===== config.mk =====
export PLATFORM = sky130hd
export DESIGN_NAME = rtcc_regs
export DESIGN_NICKNAME = d
export VERILOG_FILES = /design/src/rtl/rtcc_cal.v /design/src/rtl/rtcc_regs.v
export VERILOG_INCLUDE_DIRS = /design/src /design/src/rtl
export SDC_FILE = /design/constraint.sdc
export NUM_CORES = 2
export LEC_CHECK = 0
export ABC_AREA = 1
export BUFFER_PORTS_ARGS = -buffer_cell sky130_fd_sc_hd__buf_2
export CORE_ASPECT_RATIO = 0.7
export CORE_MARGIN = 1.5
export CORE_UTILIZATION = 45
export CTS_BUF_LIST = sky130_fd_sc_hd__clkbuf_4
export DETAILED_ROUTE_END_ITERATION = 6
export PLACE_DENSITY = 0.59
export SYNTH_ARGS = -nofsm -noshare
export SYNTH_HDL_FRONTEND = slang
export SYNTH_SLANG_ARGS = --single-unit
export TNS_END_PERCENT = 1

===== constraint.sdc =====
create_clock -name i_clk -period 4.35 [get_ports i_clk]
set_input_delay 0 -clock i_clk [delete_from_list [all_inputs] [get_ports i_clk]]
set_output_delay 0 -clock i_clk [all_outputs]
set_load 0.01 [all_outputs]

===== src/rtl/rtcc_defines.vh =====
// Offsets, field positions, reset values and timing counts of the clock control block
`ifndef RTCC_DEFINES_VH
`define RTCC_DEFINES_VH
// Register indices; byte address is four times the index
`define RTCC_IDX_SEC 8'h00
`define RTCC_IDX_SEC_ALM 8'h01
`define RTCC_IDX_MIN 8'h02
`define RTCC_IDX_MIN_ALM 8'h03
`define RTCC_IDX_HOUR 8'h04
`define RTCC_IDX_HOUR_ALM 8'h05
`define RTCC_IDX_DOW 8'h06
`define RTCC_IDX_DOM 8'h07
`define RTCC_IDX_MON 8'h08
`define RTCC_IDX_YEAR 8'h09
`define RTCC_IDX_RATE 8'h0A
`define RTCC_IDX_MODE 8'h0B
`define RTCC_IDX_FLAGS 8'h0C
`define RTCC_IDX_VALID 8'h0D
`define RTCC_IDX_CENT 8'h32
`define RTCC_IDX_SHR0 8'h7F
`define RTCC_IDX_SHR1 8'hFF
// Mode register fields
`define RTCC_MODE_SET 7
`define RTCC_MODE_PIE 6
`define RTCC_MODE_AIE 5
`define RTCC_MODE_UIE 4
`define RTCC_MODE_BIN 2
`define RTCC_MODE_H24 1
// Valid register fields
`define RTCC_VALID_VRT 7
// Reset values
`define RTCC_DV_BAT_RST 3'h3
`define RTCC_SHR_RST 8'h80
`define RTCC_DIV_RST 22'h004000
// Divider control codes
`define RTCC_DV_OSC_OFF 3'h3
// Timing
`define RTCC_OSC_HZ 32768
`define RTCC_CLK_KHZ 25000
`define RTCC_UIP_LEAD_US 244
`define RTCC_UPD_US 1948
`define RTCC_UIP_LEAD_TICKS ((`RTCC_UIP_LEAD_US * `RTCC_OSC_HZ + 999999) / 1000000)
`define RTCC_UPD_CYC ((`RTCC_UPD_US * `RTCC_CLK_KHZ) / 1000)
// Bus responses
`define RTCC_RESP_OKAY 2'h0
`define RTCC_RESP_SLVERR 2'h2
`endif


===== src/rtl/rtcc_cal.v =====
// Time and calendar counters stepping in binary or BCD, 12 or 24 hour
`timescale 1ns/1ps
`default_nettype none
`include "rtcc_defines.vh"
module rtcc_cal (
    // Clock, battery reset, enable
    input wire i_clk,
    input wire i_bat_rst_n,
    input wire i_ce,
    // Load port
    input wire i_wr,
    input wire [7:0] i_idx,
    input wire [7:0] i_wdata,
    // Update control
    input wire i_step,
    input wire i_bin,
    input wire i_h24,
    // Counter bytes
    output reg [7:0] o_sec,
    output reg [7:0] o_min,
    output reg [7:0] o_hour,
    output reg [7:0] o_dow,
    output reg [7:0] o_dom,
    output reg [7:0] o_mon,
    output reg [7:0] o_year,
    output reg [7:0] o_cent
);
    function [7:0] dec;
        input [7:0] v;
        input bin;
        dec = bin ? v : ({4'h0, v[7:4]} * 8'h0A + {4'h0, v[3:0]});
    endfunction
    function [7:0] enc;
        input [7:0] b;
        input bin;
        enc = bin ? b : (((b / 8'h0A) << 4) | (b % 8'h0A));
    endfunction
    // Carry in bit 8; out-of-range values wrap too
    function [8:0] inc;
        input [7:0] v;
        input [7:0] lo;
        input [7:0] hi;
        input bin;
        if (dec(v, bin) >= hi)
            inc = {1'b1, enc(lo, bin)};
        else
            inc = {1'b0, enc(dec(v, bin) + 8'h01, bin)};
    endfunction
    function [7:0] mdays;
        input [7:0] m;
        input [7:0] y;
        case (m)
            8'h02: mdays = (y[1:0] == 2'h0) ? 8'h1D : 8'h1C;
            8'h04, 8'h06, 8'h09, 8'h0B: mdays = 8'h1E;
            default: mdays = 8'h1F;
        endcase
    endfunction

    reg [8:0] s_nxt, mi_nxt, h_nxt, w_nxt, d_nxt, mo_nxt, y_nxt, c_nxt;
    reg [7:0] hv, he;
    always @* begin
        s_nxt = inc(o_sec, 8'h00, 8'h3B, i_bin);
        mi_nxt = inc(o_min, 8'h00, 8'h3B, i_bin);
        hv = dec({1'b0, o_hour[6:0]}, i_bin);
        he = enc((hv >= 8'h0C) ? 8'h01 : hv + 8'h01, i_bin);
        if (i_h24)
            h_nxt = inc(o_hour, 8'h00, 8'h17, i_bin);
        else if (hv >= 8'h0C)
            h_nxt = {1'b0, o_hour[7], he[6:0]};
        else if (hv == 8'h0B)
            h_nxt = {o_hour[7], ~o_hour[7], he[6:0]};
        else
            h_nxt = {1'b0, o_hour[7], he[6:0]};
        w_nxt = inc(o_dow, 8'h01, 8'h07, i_bin);
        d_nxt = inc(o_dom, 8'h01, mdays(dec(o_mon, i_bin), dec(o_year, i_bin)), i_bin);
        mo_nxt = inc(o_mon, 8'h01, 8'h0C, i_bin);
        y_nxt = inc(o_year, 8'h00, 8'h63, i_bin);
        c_nxt = inc(o_cent, 8'h00, 8'h63, i_bin);
    end

    // A step outranks a load in the same cycle
    always @(posedge i_clk) begin
        if (!i_bat_rst_n) begin
            o_sec <= 8'h00;
            o_min <= 8'h00;
            o_hour <= 8'h00;
            o_dow <= 8'h00;
            o_dom <= 8'h00;
            o_mon <= 8'h00;
            o_year <= 8'h00;
            o_cent <= 8'h00;
        end else if (i_ce) begin
            if (i_step) begin
                o_sec <= s_nxt[7:0];
                if (s_nxt[8]) begin
                    o_min <= mi_nxt[7:0];
                    if (mi_nxt[8]) begin
                        o_hour <= h_nxt[7:0];
                        if (h_nxt[8]) begin
                            o_dow <= w_nxt[7:0];
                            o_dom <= d_nxt[7:0];
                            if (d_nxt[8]) begin
                                o_mon <= mo_nxt[7:0];
                                if (mo_nxt[8]) begin
                                    o_year <= y_nxt[7:0];
                                    if (y_nxt[8])
                                        o_cent <= c_nxt[7:0];
                                end
                            end
                        end
                    end
                end
            end else if (i_wr) begin
                case (i_idx)
                    `RTCC_IDX_SEC: o_sec <= i_wdata;
                    `RTCC_IDX_MIN: o_min <= i_wdata;
                    `RTCC_IDX_HOUR: o_hour <= i_wdata;
                    `RTCC_IDX_DOW: o_dow <= i_wdata;
                    `RTCC_IDX_DOM: o_dom <= i_wdata;
                    `RTCC_IDX_MON: o_mon <= i_wdata;
                    `RTCC_IDX_YEAR: o_year <= i_wdata;
                    `RTCC_IDX_CENT: o_cent <= i_wdata;
                    default: o_sec <= o_sec;
                endcase
            end
        end
    end
endmodule
`default_nettype wire


===== src/rtl/rtcc_regs.v =====
// Clock control, flags, divider, CMOS map and AXI4-Lite slave of the real-time clock
//
// Behaviour
// - Clear update inhibit lets seconds advance; setting it aborts and blocks updates.
// - Update inhibit, binary format, hour format survive main reset; read/write.
// - Periodic flag sets regardless of enable; enable gates irq; main reset clears enable.
// - Alarm flag on hours/minutes/seconds match, top bits 11 match anything.
// - Update-done enable cleared by main reset and by inhibit rising.
// - Binary format bit one counts binary, zero counts BCD.
// - Hour format bit one gives 24-hour, zero gives 12-hour.
// - Mode bits 0 and 3 read zero, writes ignored.
// - Request flag and low irq when any flag meets its enable.
// - Flag read returns snapshot, clears read ones, later events kept.
// - Enabling an already set flag asserts irq at once.
// - Periodic flag sets on falling edge of selected divider tap.
// - Update-done flag sets at end of each update.
// - Flag bits 3..0 and valid bit 6 read zero, writes ignored.
// - Valid bit cleared only by battery reset, set only by reading it.
// - Day alarm bits 5..0 writable anytime, read zero when disabled.
// - Century byte increments when year wraps to zero.
// - General storage bytes stay accessible during updates, battery retained.
// - Index 7F of each bank maps to the shared access register.
// - Divider gives one-second tick; first update half second after reset.
// - Periodic rate selectable from 500 ms down to 122.07 us.
// - Divider control: normal, held reset, oscillator off; codes 0, 4 and 5 also run normally.
// - Update-in-progress rises 244 us early, holds through 1948 us update.
// - Rate field picks one of 13 taps (codes 8 and 9 repeat 1 and 2), zero disables.
// - Update ripples seconds through century, then compares alarm bytes.
`timescale 1ns/1ps
`default_nettype none
`include "rtcc_defines.vh"
module rtcc_regs #(
    parameter ADDR_W = 12,
    parameter DIV_STAGES = 22,
    parameter UPD_CYC = `RTCC_UPD_CYC
) (
    // Clock, resets, enable
    input wire i_clk,
    input wire i_rst_n,
    input wire i_bat_rst_n,
    input wire i_ce,
    // 32.768 kHz time base, one-cycle pulse
    input wire i_osc_tick,
    // AXI4-Lite write
    input wire [ADDR_W-1:0] i_awaddr,
    input wire i_awvalid,
    output reg o_awready,
    input wire [31:0] i_wdata,
    input wire [3:0] i_wstrb,
    input wire i_wvalid,
    output reg o_wready,
    output reg [1:0] o_bresp,
    output reg o_bvalid,
    input wire i_bready,
    // AXI4-Lite read
    input wire [ADDR_W-1:0] i_araddr,
    input wire i_arvalid,
    output reg o_arready,
    output reg [31:0] o_rdata,
    output reg [1:0] o_rresp,
    output reg o_rvalid,
    input wire i_rready,
    // Open-drain interrupt pin
    output reg o_irq_n,
    output reg o_irq_oe
);
    localparam integer UIP_AT_I = 32'h7FFF - `RTCC_UIP_LEAD_TICKS;
    localparam [14:0] UIP_AT = UIP_AT_I[14:0];
    localparam [19:0] UPD_LEN = UPD_CYC[19:0];

    function alm_hit;
        input [7:0] a;
        input [7:0] t;
        alm_hit = (a[7:6] == 2'h3) || (a == t);
    endfunction
    // rate span from taps
    // Mask of divider bits whose all-ones state precedes the tap's falling edge
    function [14:0] tap_mask;
        input [3:0] rs;
        reg [3:0] k;
        begin
            k = (rs == 4'h1) ? 4'h6 : (rs == 4'h2) ? 4'h7 : rs - 4'h2;
            tap_mask = (15'h0002 << k) - 15'h0001;
        end
    endfunction

    wire rst_main = !i_rst_n || !i_bat_rst_n;

    // Bus state
    reg aw_hold_r, w_hold_r, aw_err_r, ar_err_r, rd_pend_r, wb_r;
    reg [7:0] aw_idx_r, ar_idx_r, wd_r;
    // Control and status
    reg [3:0] rs_r;
    reg [2:0] dv_r;
    reg uip_r, set_r, pie_r, aie_r, uie_r, bin_r, h24_r;
    reg pf_r, af_r, uf_r, vrt_r;
    reg [5:0] dalm_r;
    reg [7:0] shr_r;
    reg [DIV_STAGES-1:0] div_r;
    reg [19:0] upd_cnt_r;
    reg step_r, chk_r;
    reg [7:0] ram [0:255];
    reg [7:0] rbyte;
    integer k;

    wire [7:0] sec, min, hour, dow, dom, mon, year, cent;

    wire wr_fire = aw_hold_r && w_hold_r && !o_bvalid;
    wire wr_en = wr_fire && !aw_err_r && wb_r;
    wire wr_mode = wr_en && (aw_idx_r == `RTCC_IDX_MODE);
    wire rd_ok = rd_pend_r && !ar_err_r;

    wire dv_held = (dv_r == 3'h1) || (dv_r[2:1] == 2'h3);
    wire dv_run = !dv_held && (dv_r != `RTCC_DV_OSC_OFF);
    wire tick_run = i_osc_tick && dv_run;

    // one-second boundary when bit 14 falls
    wire sec_ev = tick_run && (div_r[14:0] == 15'h7FFF);
    wire uip_ev = tick_run && !set_r && (div_r[14:0] == UIP_AT);
    wire pf_ev = tick_run && (rs_r != 4'h0)
        && ((div_r[14:0] & tap_mask(rs_r)) == tap_mask(rs_r));
    // nonzero day alarm counts as enabled
    wire dalm_en = (dalm_r != 6'h00);
    wire af_ev = chk_r && alm_hit(ram[`RTCC_IDX_SEC_ALM], sec)
        && alm_hit(ram[`RTCC_IDX_MIN_ALM], min)
        && alm_hit(ram[`RTCC_IDX_HOUR_ALM], hour)
        && (!dalm_en || ({2'h0, dalm_r} == dom));
    wire uf_ev = chk_r;
    // inhibit aborts at once, even in the writing cycle
    wire abort = set_r || (wr_mode && wd_r[`RTCC_MODE_SET]) || !dv_run;
    wire irq_request_flag = (pf_r && pie_r) || (af_r && aie_r) || (uf_r && uie_r);
    // clear only what the snapshot showed
    wire [2:0] clr = (rd_ok && ar_idx_r == `RTCC_IDX_FLAGS) ? {pf_r, af_r, uf_r} : 3'h0;

    rtcc_cal u_cal (
        .i_clk(i_clk),
        .i_bat_rst_n(i_bat_rst_n),
        .i_ce(i_ce),
        .i_wr(wr_en),
        .i_idx(aw_idx_r),
        .i_wdata(wd_r),
        .i_step(step_r),
        .i_bin(bin_r),
        .i_h24(h24_r),
        .o_sec(sec),
        .o_min(min),
        .o_hour(hour),
        .o_dow(dow),
        .o_dom(dom),
        .o_mon(mon),
        .o_year(year),
        .o_cent(cent)
    );

    always @* begin
        case (ar_idx_r)
            `RTCC_IDX_SEC: rbyte = sec;
            `RTCC_IDX_MIN: rbyte = min;
            `RTCC_IDX_HOUR: rbyte = hour;
            `RTCC_IDX_DOW: rbyte = dow;
            `RTCC_IDX_DOM: rbyte = dom;
            `RTCC_IDX_MON: rbyte = mon;
            `RTCC_IDX_YEAR: rbyte = year;
            `RTCC_IDX_RATE: rbyte = {uip_r, dv_r, rs_r};
            // bits 3 and 0 read zero
            `RTCC_IDX_MODE: rbyte = {set_r, pie_r, aie_r, uie_r, 1'b0, bin_r, h24_r, 1'b0};
            `RTCC_IDX_FLAGS: rbyte = {irq_request_flag, pf_r, af_r, uf_r, 4'h0};
            `RTCC_IDX_VALID: rbyte = {vrt_r, 1'b0, dalm_en ? dalm_r : 6'h00};
            `RTCC_IDX_CENT: rbyte = cent;
            // shared access register in both banks
            `RTCC_IDX_SHR0, `RTCC_IDX_SHR1: rbyte = shr_r;
            default: rbyte = ram[ar_idx_r];
        endcase
    end

    // Bus slave; one write and one read outstanding at most
    always @(posedge i_clk) begin
        if (rst_main) begin
            o_awready <= 1'b1;
            o_wready <= 1'b1;
            o_arready <= 1'b1;
            o_bvalid <= 1'b0;
            o_rvalid <= 1'b0;
            o_bresp <= `RTCC_RESP_OKAY;
            o_rresp <= `RTCC_RESP_OKAY;
            o_rdata <= 32'h0000_0000;
            aw_hold_r <= 1'b0;
            w_hold_r <= 1'b0;
            rd_pend_r <= 1'b0;
            aw_err_r <= 1'b0;
            ar_err_r <= 1'b0;
            wb_r <= 1'b0;
            aw_idx_r <= 8'h00;
            ar_idx_r <= 8'h00;
            wd_r <= 8'h00;
        end else if (i_ce) begin
            if (o_awready && i_awvalid) begin
                aw_hold_r <= 1'b1;
                o_awready <= 1'b0;
                aw_idx_r <= i_awaddr[9:2];
                aw_err_r <= |i_awaddr[ADDR_W-1:10];
            end
            if (o_wready && i_wvalid) begin
                w_hold_r <= 1'b1;
                o_wready <= 1'b0;
                wd_r <= i_wdata[7:0];
                wb_r <= i_wstrb[0];
            end
            if (wr_fire) begin
                aw_hold_r <= 1'b0;
                w_hold_r <= 1'b0;
                o_bvalid <= 1'b1;
                o_bresp <= aw_err_r ? `RTCC_RESP_SLVERR : `RTCC_RESP_OKAY;
            end
            if (o_bvalid && i_bready) begin
                o_bvalid <= 1'b0;
                o_awready <= 1'b1;
                o_wready <= 1'b1;
            end
            if (o_arready && i_arvalid) begin
                rd_pend_r <= 1'b1;
                o_arready <= 1'b0;
                ar_idx_r <= i_araddr[9:2];
                ar_err_r <= |i_araddr[ADDR_W-1:10];
            end
            if (rd_pend_r) begin
                rd_pend_r <= 1'b0;
                o_rvalid <= 1'b1;
                o_rdata <= ar_err_r ? 32'h0000_0000 : {24'h00_0000, rbyte};
                o_rresp <= ar_err_r ? `RTCC_RESP_SLVERR : `RTCC_RESP_OKAY;
            end
            if (o_rvalid && i_rready) begin
                o_rvalid <= 1'b0;
                o_arready <= 1'b1;
            end
        end
    end

    // Battery-backed state: format bits, divider, update sequencer
    always @(posedge i_clk) begin
        if (!i_bat_rst_n) begin
            rs_r <= 4'h0;
            dv_r <= `RTCC_DV_BAT_RST;
            set_r <= 1'b0;
            bin_r <= 1'b0;
            h24_r <= 1'b0;
            vrt_r <= 1'b0;
            dalm_r <= 6'h00;
            div_r <= `RTCC_DIV_RST;
            uip_r <= 1'b0;
            upd_cnt_r <= 20'h0_0000;
            step_r <= 1'b0;
            chk_r <= 1'b0;
        end else if (i_ce) begin
            // held divider restarts half a second from the boundary
            if (dv_held)
                div_r <= `RTCC_DIV_RST;
            else if (tick_run)
                div_r <= div_r + 1'b1;
            if (wr_en && aw_idx_r == `RTCC_IDX_RATE) begin
                dv_r <= wd_r[6:4];
                rs_r <= wd_r[3:0];
            end
            if (wr_mode) begin
                set_r <= wd_r[`RTCC_MODE_SET];
                bin_r <= wd_r[`RTCC_MODE_BIN];
                h24_r <= wd_r[`RTCC_MODE_H24];
            end
            if (wr_en && aw_idx_r == `RTCC_IDX_VALID)
                dalm_r <= wd_r[5:0];
            // software reads it once power is good
            if (rd_ok && ar_idx_r == `RTCC_IDX_VALID)
                vrt_r <= 1'b1;
            step_r <= 1'b0;
            chk_r <= step_r;
            // inhibit or stopped divider cancels the sequence
            if (abort) begin
                uip_r <= 1'b0;
                upd_cnt_r <= 20'h0_0000;
            end else if (upd_cnt_r != 20'h0_0000) begin
                upd_cnt_r <= upd_cnt_r - 20'h0_0001;
                // status falls as the update finishes
                if (upd_cnt_r == 20'h0_0001) begin
                    step_r <= 1'b1;
                    uip_r <= 1'b0;
                end
            end else if (sec_ev && uip_r) begin
                upd_cnt_r <= UPD_LEN;
            end else if (uip_ev) begin
                uip_r <= 1'b1;
            end
        end
    end

    // Main-supply state: enables, flags, shared register, irq pin
    always @(posedge i_clk) begin
        if (rst_main) begin
            pie_r <= 1'b0;
            aie_r <= 1'b0;
            uie_r <= 1'b0;
            pf_r <= 1'b0;
            af_r <= 1'b0;
            uf_r <= 1'b0;
            shr_r <= `RTCC_SHR_RST;
            o_irq_n <= 1'b1;
            o_irq_oe <= 1'b0;
        end else if (i_ce) begin
            if (wr_mode) begin
                pie_r <= wd_r[`RTCC_MODE_PIE];
                aie_r <= wd_r[`RTCC_MODE_AIE];
                // inhibit rising wins over the written enable
                uie_r <= wd_r[`RTCC_MODE_UIE] && !(wd_r[`RTCC_MODE_SET] && !set_r);
            end
            if (wr_en && (aw_idx_r == `RTCC_IDX_SHR0 || aw_idx_r == `RTCC_IDX_SHR1))
                shr_r <= {wd_r[7], 3'h0, wd_r[3:0]};
            // a new event in the clearing cycle stays set
            {pf_r, af_r, uf_r} <= ({pf_r, af_r, uf_r} & ~clr) | {pf_ev, af_ev, uf_ev};
            // level follows flags and enables, so late enables fire
            o_irq_n <= !irq_request_flag;
            o_irq_oe <= irq_request_flag;
        end
    end

    always @(posedge i_clk) begin
        if (!i_bat_rst_n) begin
            for (k = 0; k < 256; k = k + 1)
                ram[k] <= 8'h00;
        end else if (i_ce && wr_en) begin
            ram[aw_idx_r] <= wd_r;
        end
    end
endmodule
`default_nettype wire


Yosys cells after proc, flatten, opt, wreduce, memory -nomap -nowiden
Memory sizes are Yosys's and may differ from the RTL's. A register that Yosys moved wholly into a read port is not among the register bits.
Index checks and enable logic that the tools add are counted.

cells by class
  add/sub/neg operators = 22
  multipliers = 9
  div/mod/pow operators = 18
  order comparisons = 9
  equal/unequal tests = 57
  shift-type cells = 1
  multiplexer cells = 126
  bitwise operators = 14
  reduce and logical (&&, ||, !) cells = 116

operators with widths
  cell                     count
  $mux W8                  73
  $eq A8 B4 Y1 const B     14
  $pmux W8 S13             1
  $mux W9                  9
  $add A8 B1 Y8 const B    9
  $div A8 B4 Y8 const B    9
  $mod A8 B4 Y8 const B    9
  $add A8 B4 Y8            8
  $eq A8 B3 Y1 const B     8
  $or A8 B8 Y8             8
  $mux W20                 3
  $mul A4 B3 Y7 const B    8
  $mux W22                 2
  $reduce_and A2 Y1        19
  $logic_and A1 B1 Y1      35
  $reduce_bool A2 Y1       17
  $eq A15 B15 Y1 const B   2
  $mux W1                  30
  $eq A8 B2 Y1 const B     3
  $eq A8 B8 Y1             3
  $add A22 B1 Y22 const B  1
  $eq A20 B1 Y1 const B    1
  $reduce_bool A20 Y1      1
  $sub A20 B1 Y20 const B  1
  other kinds (52)         98

word-level totals
  flip-flop bits (word level) = 210
  bits in writable memories = 2048
  input port bits = 70
  output and inout bits = 43
  word-level logic and storage cells = 420
  memories kept = 1

memory list
  name  depth  bits a word  read ports  clocked after Yosys merged registers in  wr ports  line             RTL
  ram   256    8            4           1                                        256       rtcc_regs.v:102  reg [7:0] ram [0:255];

Longest topological paths before layout
  depth after elaboration = 15
  mapped depth = 41
  gate-level depth less buffers = 41

Cells and area by module
Synthesis repeated with hierarchy kept, for this count alone.

unflattened totals
  cells, all modules = 12843
  area total of the unflattened synthesis = 111774.7 um^2

modules (own cells, without submodules)
  module     instances  cells each  area each (um^2)  sequential area each (um^2)
  rtcc_regs  1          10653       99237.7           63921.3
  rtcc_cal   1          2190        12537.0           1281.2

Worst setup path before layout
OpenSTA, ideal clock, no wires.

  path type = reg-to-reg
  from = register u_cal.o_dom[7]
  to = register u_cal.o_dom[3]
  library setup time = 119 ps
  data arrival time = 4311 ps
  slack = -80 ps
  stages on the path, launching flop included = 38
  path buffers = 0
  period minus slack after synthesis = 4430 ps
  cell sequence = dfxtp_1 ha_1 ha_1 inv_1 fa_1 nor2_1 nand3b_1 nand2_1 nand2_1 nand3_1 nand2_1 inv_1 o21ai_0 nand2_1 inv_1 ha_1 inv_1 nor2_1 [... 2 more ...] nand2_1 nand2_1 nand2_2 inv_2 nand2_2 nand3_2 nand2_2 nand3_2 nand2_4 nand3_1 and2_1 ha_1 xnor2_1 nand2_1 o21ai_1 nand2_1 nand2_1 a21oi_1

between the ends
  word-level cells in the longest chain between the ends = 12
  elaborated cells on any way between the ends = 13
  those cells by class = add/sub: 2; mul: 1; div: 1; order compare: 1; mux: 7; bitwise: 1

ends and longest elaborated chain
  item                    line            RTL
  start, declared         rtcc_cal.v:23   output reg [7:0] o_dom,
  start signal, assigned  rtcc_cal.v:101  o_dom <= d_nxt[7:0];
  start signal, assigned  rtcc_cal.v:119  `RTCC_IDX_DOM: o_dom <= i_wdata;
  $mul A4 B3 Y7           rtcc_cal.v:31   dec = bin ? v : ({4'h0, v[7:4]} * 8'h0A + {4'h0, v[3:0]});
  $add A8 B4 Y8           rtcc_cal.v:31
  $mux W8 *               rtcc_cal.v:31
  $add A8 B1 Y8           rtcc_cal.v:47   inc = {1'b0, enc(dec(v, bin) + 8'h01, bin)};
  $mod A8 B4 Y8           rtcc_cal.v:36   enc = bin ? b : (((b / 8'h0A) << 4) | (b % 8'h0A));
  $or A8 B8 Y8            rtcc_cal.v:36
  $mux W8                 rtcc_cal.v:36
  $mux W9 *               rtcc_cal.v:44   if (dec(v, bin) >= hi)
  $mux W8 *               rtcc_cal.v:99   if (h_nxt[8]) begin
  $mux W8 *               rtcc_cal.v:97   if (mi_nxt[8]) begin
  $mux W8 *               rtcc_cal.v:95   if (s_nxt[8]) begin
  $mux W8 *               rtcc_cal.v:93   if (i_step) begin

Every way passes the cells marked *; elsewhere a longest branch is shown, timed or not. The select of a mux whose other input is x is not followed.
A chain may end at the register's enable or synchronous reset.

Worst setup path in the final report
  from = register u_cal.o_cent[7]
  to = register u_cal.o_cent[4]

between the ends
  word-level cells in the longest chain between the ends = 15
  elaborated cells on any way between the ends = 17
  those cells by class = add/sub: 2; mul: 1; div: 2; order compare: 1; mux: 10; bitwise: 1

ends and longest elaborated chain
  item                                            line            RTL
  start, declared                                 rtcc_cal.v:26   output reg [7:0] o_cent
  start signal, assigned                          rtcc_cal.v:107  o_cent <= c_nxt[7:0];
  start signal, assigned                          rtcc_cal.v:122  `RTCC_IDX_CENT: o_cent <= i_wdata;
  $mul A4 B3 Y7                                   rtcc_cal.v:31
  $add A8 B4 Y8                                   rtcc_cal.v:31
  $mux W8 *                                       rtcc_cal.v:31
  $add A8 B1 Y8                                   rtcc_cal.v:47
  $div A8 B4 Y8 or $mod A8 B4 Y8 (tied branches)  rtcc_cal.v:36
  $or A8 B8 Y8                                    rtcc_cal.v:36
  $mux W8                                         rtcc_cal.v:36
  $mux W8 *                                       rtcc_cal.v:44
  $mux W8 *                                       rtcc_cal.v:106  if (y_nxt[8])
  $mux W8 *                                       rtcc_cal.v:104  if (mo_nxt[8]) begin
  $mux W8 *                                       rtcc_cal.v:102  if (d_nxt[8]) begin
  $mux W8 *                                       rtcc_cal.v:99
  $mux W8 *                                       rtcc_cal.v:97
  $mux W8 *                                       rtcc_cal.v:95
  $mux W8 *                                       rtcc_cal.v:93

Marks and branches as above.

==> metrics.txt <==
nets@finish 12,400; most used cell, CP nand2_2; Synth top cells by count 3,429 x nor2_1, 2,048 x edfxtp_1, 1,261 x nand2_1, 1,239 x o21ai_0, 714 x clkbuf_1; routed length per instance 24.0 um; ys flop type edfxtp_1; mux share of post-synthesis cell area 0.00914%; Synth async-reset ratio 0%; Core ar. about 240,000 um2; status complete, but fails checks; worst slack at placement -406 ps; final slew viol count 0; initial antenna violation count 25; Setup violations, final 35; Vert. Die Dim 416 um; Arrival @ worst endpoint 5590 ps; Synth area leader edfxtp_1; vias after detailed routing about 94,000; Hold Fails Final Rpt 0; die area ~250,000 um2; Synth Area in Simple Gates 20.1%; end point of the critical path u_cal.o_cent[4]; initial drt markers 12,200; clk sinks 2,233; peak supply drop ~0.00024 V; Crit Path Max Fanout 6; total of max-cap violations 0; Cell Pwr Density 363 nW/um2; Synth Area in Adders 1.59%; CP startpoint u_cal.o_cent[7]; TritonCTS clock tree done; Yosys cell types 73; Final HPWL DP 240 mm; vias in the first global route 89,400; # rows 151; Slew HR 13.7%; Syn Area/Cell 9.51 um2; worst clock skew 92.1 ps; failing checks negative setup slack; Req. time, crit path 5460 ps; Post-synth EDFFs around 2,000; I/O Buffers 55; Root Driver clkbuf_4; Vias/cell 5.94; CP Capture Type flop; setup TNS -1990 ps; Synth Area in XOR/XNOR 0.496%; Worst Tran Pin Value 1290 ps; layout cell share with drive strength beyond 1 20.1%; clock buffer depth 4; Clock transition at path regs 80 ps; Residual DRC 0; Achievable Freq 223 MHz; CP Launch Type flop; Synth Area in Compound Gates 13.4%; r2r setup slk -130 ps; total power 46.2 mW; combinational family with the most area after synthesis simple AND/OR/NAND/NOR gates; Final WS setup -131 ps; dominant cells by area after synthesis edfxtp_1 56%, nor2_1 12%, o21ai_0 5.7%; WHS 150 ps; Top Ports between 100 and 150; maximum number of pins on one net before global-route repair between 100 and 150; Hold Path Class input pin to flop; initial core utilization between 40% and 50%; Post-DRT Antenna Nets 0; GP Congestion about 0.94; Synth Register Bits around 2,200; final WL around 380 mm; yosys warns 0; worst r2r src u_cal.o_cent[7]; cell area after synthesis 110,000 um2; drt first pass iters 6; CTS Buf Count 565; GRT overflow 0; Die Wd 593 um; worst skew pair latency 1270 ps; clock period minus worst slack 4480 ps; unrepaired setup endpoints after global routing yes; Area after DPL 117,000 um2; CTS H-tree lvls 6; Total GRT Usage about 30%; FF-to-FF End u_cal.o_cent[4]; fin crit share 103%; worst r2r path cells 30; critical path class flop to flop; Mapped Cells ~12,000; Leak Pwr 47.2 nW; post-route cell area roughly 130,000 um2; CP max stage delay 450 ps; top-area cell type share of the netlist area 56.1%; Seq/Total Area, Yosys 59.5%; first-pass GRT wire length 557 mm; Crit-path slowest cell fa_1; most frequent cell after synthesis nor2_1; Area Growth Syn to Fin 16.3%
==> layer usage <==
layer	share of wire, %	track usage [%]	vias to the layer above
li1	-	-	42000
met1	43	44.5	45900
met2	42	42.7	5310
met3	12	7.75	643
met4	2.4	8.21	12
met5	0.017	0	-
==> layout make-up <==
cell class                 instances  area, um2
multi-input combinational       7956      41100
clock buffer                     795       5970
timing repair buffer             925       7950
clock inverter                   117        806
sequential                      2233      65300
antenna                           18       45.0
fill                           21800     115000
tap                             3213       4020
inverter                         554       2180
==> sequential cells by signal, summed over array words and instances (netlist names), 5 cells and up, named ones only <==
signal and flops:
dalm_r 6, shr_r 5, ar_idx_r 8, u_cal.o_cent 8, o_rdata 8, u_cal.o_dom 8, aw_idx_r 8, u_cal.o_year 8
upd_cnt_r 20, u_cal.o_hour 8, wd_r 8, u_cal.o_mon 8, u_cal.o_min 8, ram 2048, div_r 15, u_cal.o_sec 8
u_cal.o_dow 8
==> layout by cell type, fill, tap and decap left out, types with 218 or more instances in the layout <==
cell type     n
nand3_1     378
nor2_1     3390
clkbuf_4    795
o221a_2     218
o221ai_1    227
buf_4       693
edfxtp_1   2048
o21ai_0    1210
inv_1       439
nand2_1    1150
==> where the power goes <==
group,switching (mW),total (mW),internal [mW]
registers,0.257,24.3,24.0
clock network,8.87,18.0,9.11
logic,2.79,3.98,1.19
==> through the flow <==
stage | util, % | cells
2_1_floorplan | - | 11500
3_3_place_gp | 48.3 | 14700
3_5_place_dp | 48.3 | 14700
4_1_cts | 52.0 | 15800
5_1_grt | 52.6 | 15800
6_report | 52.6 | 15800
==> worst min-delay path by stage <==
stage                           start  cells past startpoint        end  slack, ps
after global routing       i_wdata[2]                      5    wd_r[2]        150
after CTS                  i_wdata[2]                      5    wd_r[2]         40
final                      i_wdata[2]                      5    wd_r[2]        150
after global placement       i_rready                      3  o_arready        280
after detailed placement     i_wvalid                      4   o_wready        290
after floorplan           i_araddr[6]                      2       flop        160
==> cell families (layout without fill, tap and decap cells) <==
group	Yosys count	count (layout)
AO/OA/AOI/OAI	2282	2282
XOR/XNOR	62	62
adder cells (fa/ha/maj)	130	130
buffers and inverters	1359	2391
flip-flops	2233	2233
multiplexers	1	1
other	1	44
AND/OR/NAND/NOR	5455	5455
==> critical path, delay by kind of cell (launching register included) <==
family | cells | cell delay, ps
flip-flops | 1 | 310
AO/OA/AOI/OAI | 4 | 640
adder cells (fa/ha/maj) | 3 | 950
buffers and inverters | 7 | 770
AND/OR/NAND/NOR | 16 | 1660
==> repair_timing <==
| item | CTS | global route |
|---|---|---|
| setup endpoints to repair | 53 | 58 |
| pin swaps | 126 | 202 |
| resized for setup | 222 | 306 |
| setup buffers | 56 | 25 |
| hold buffers | 98 | 0 |
| hold endpoints to repair | 1679 | 0 |
No activity file was read; power rests on OpenSTA's default activity.
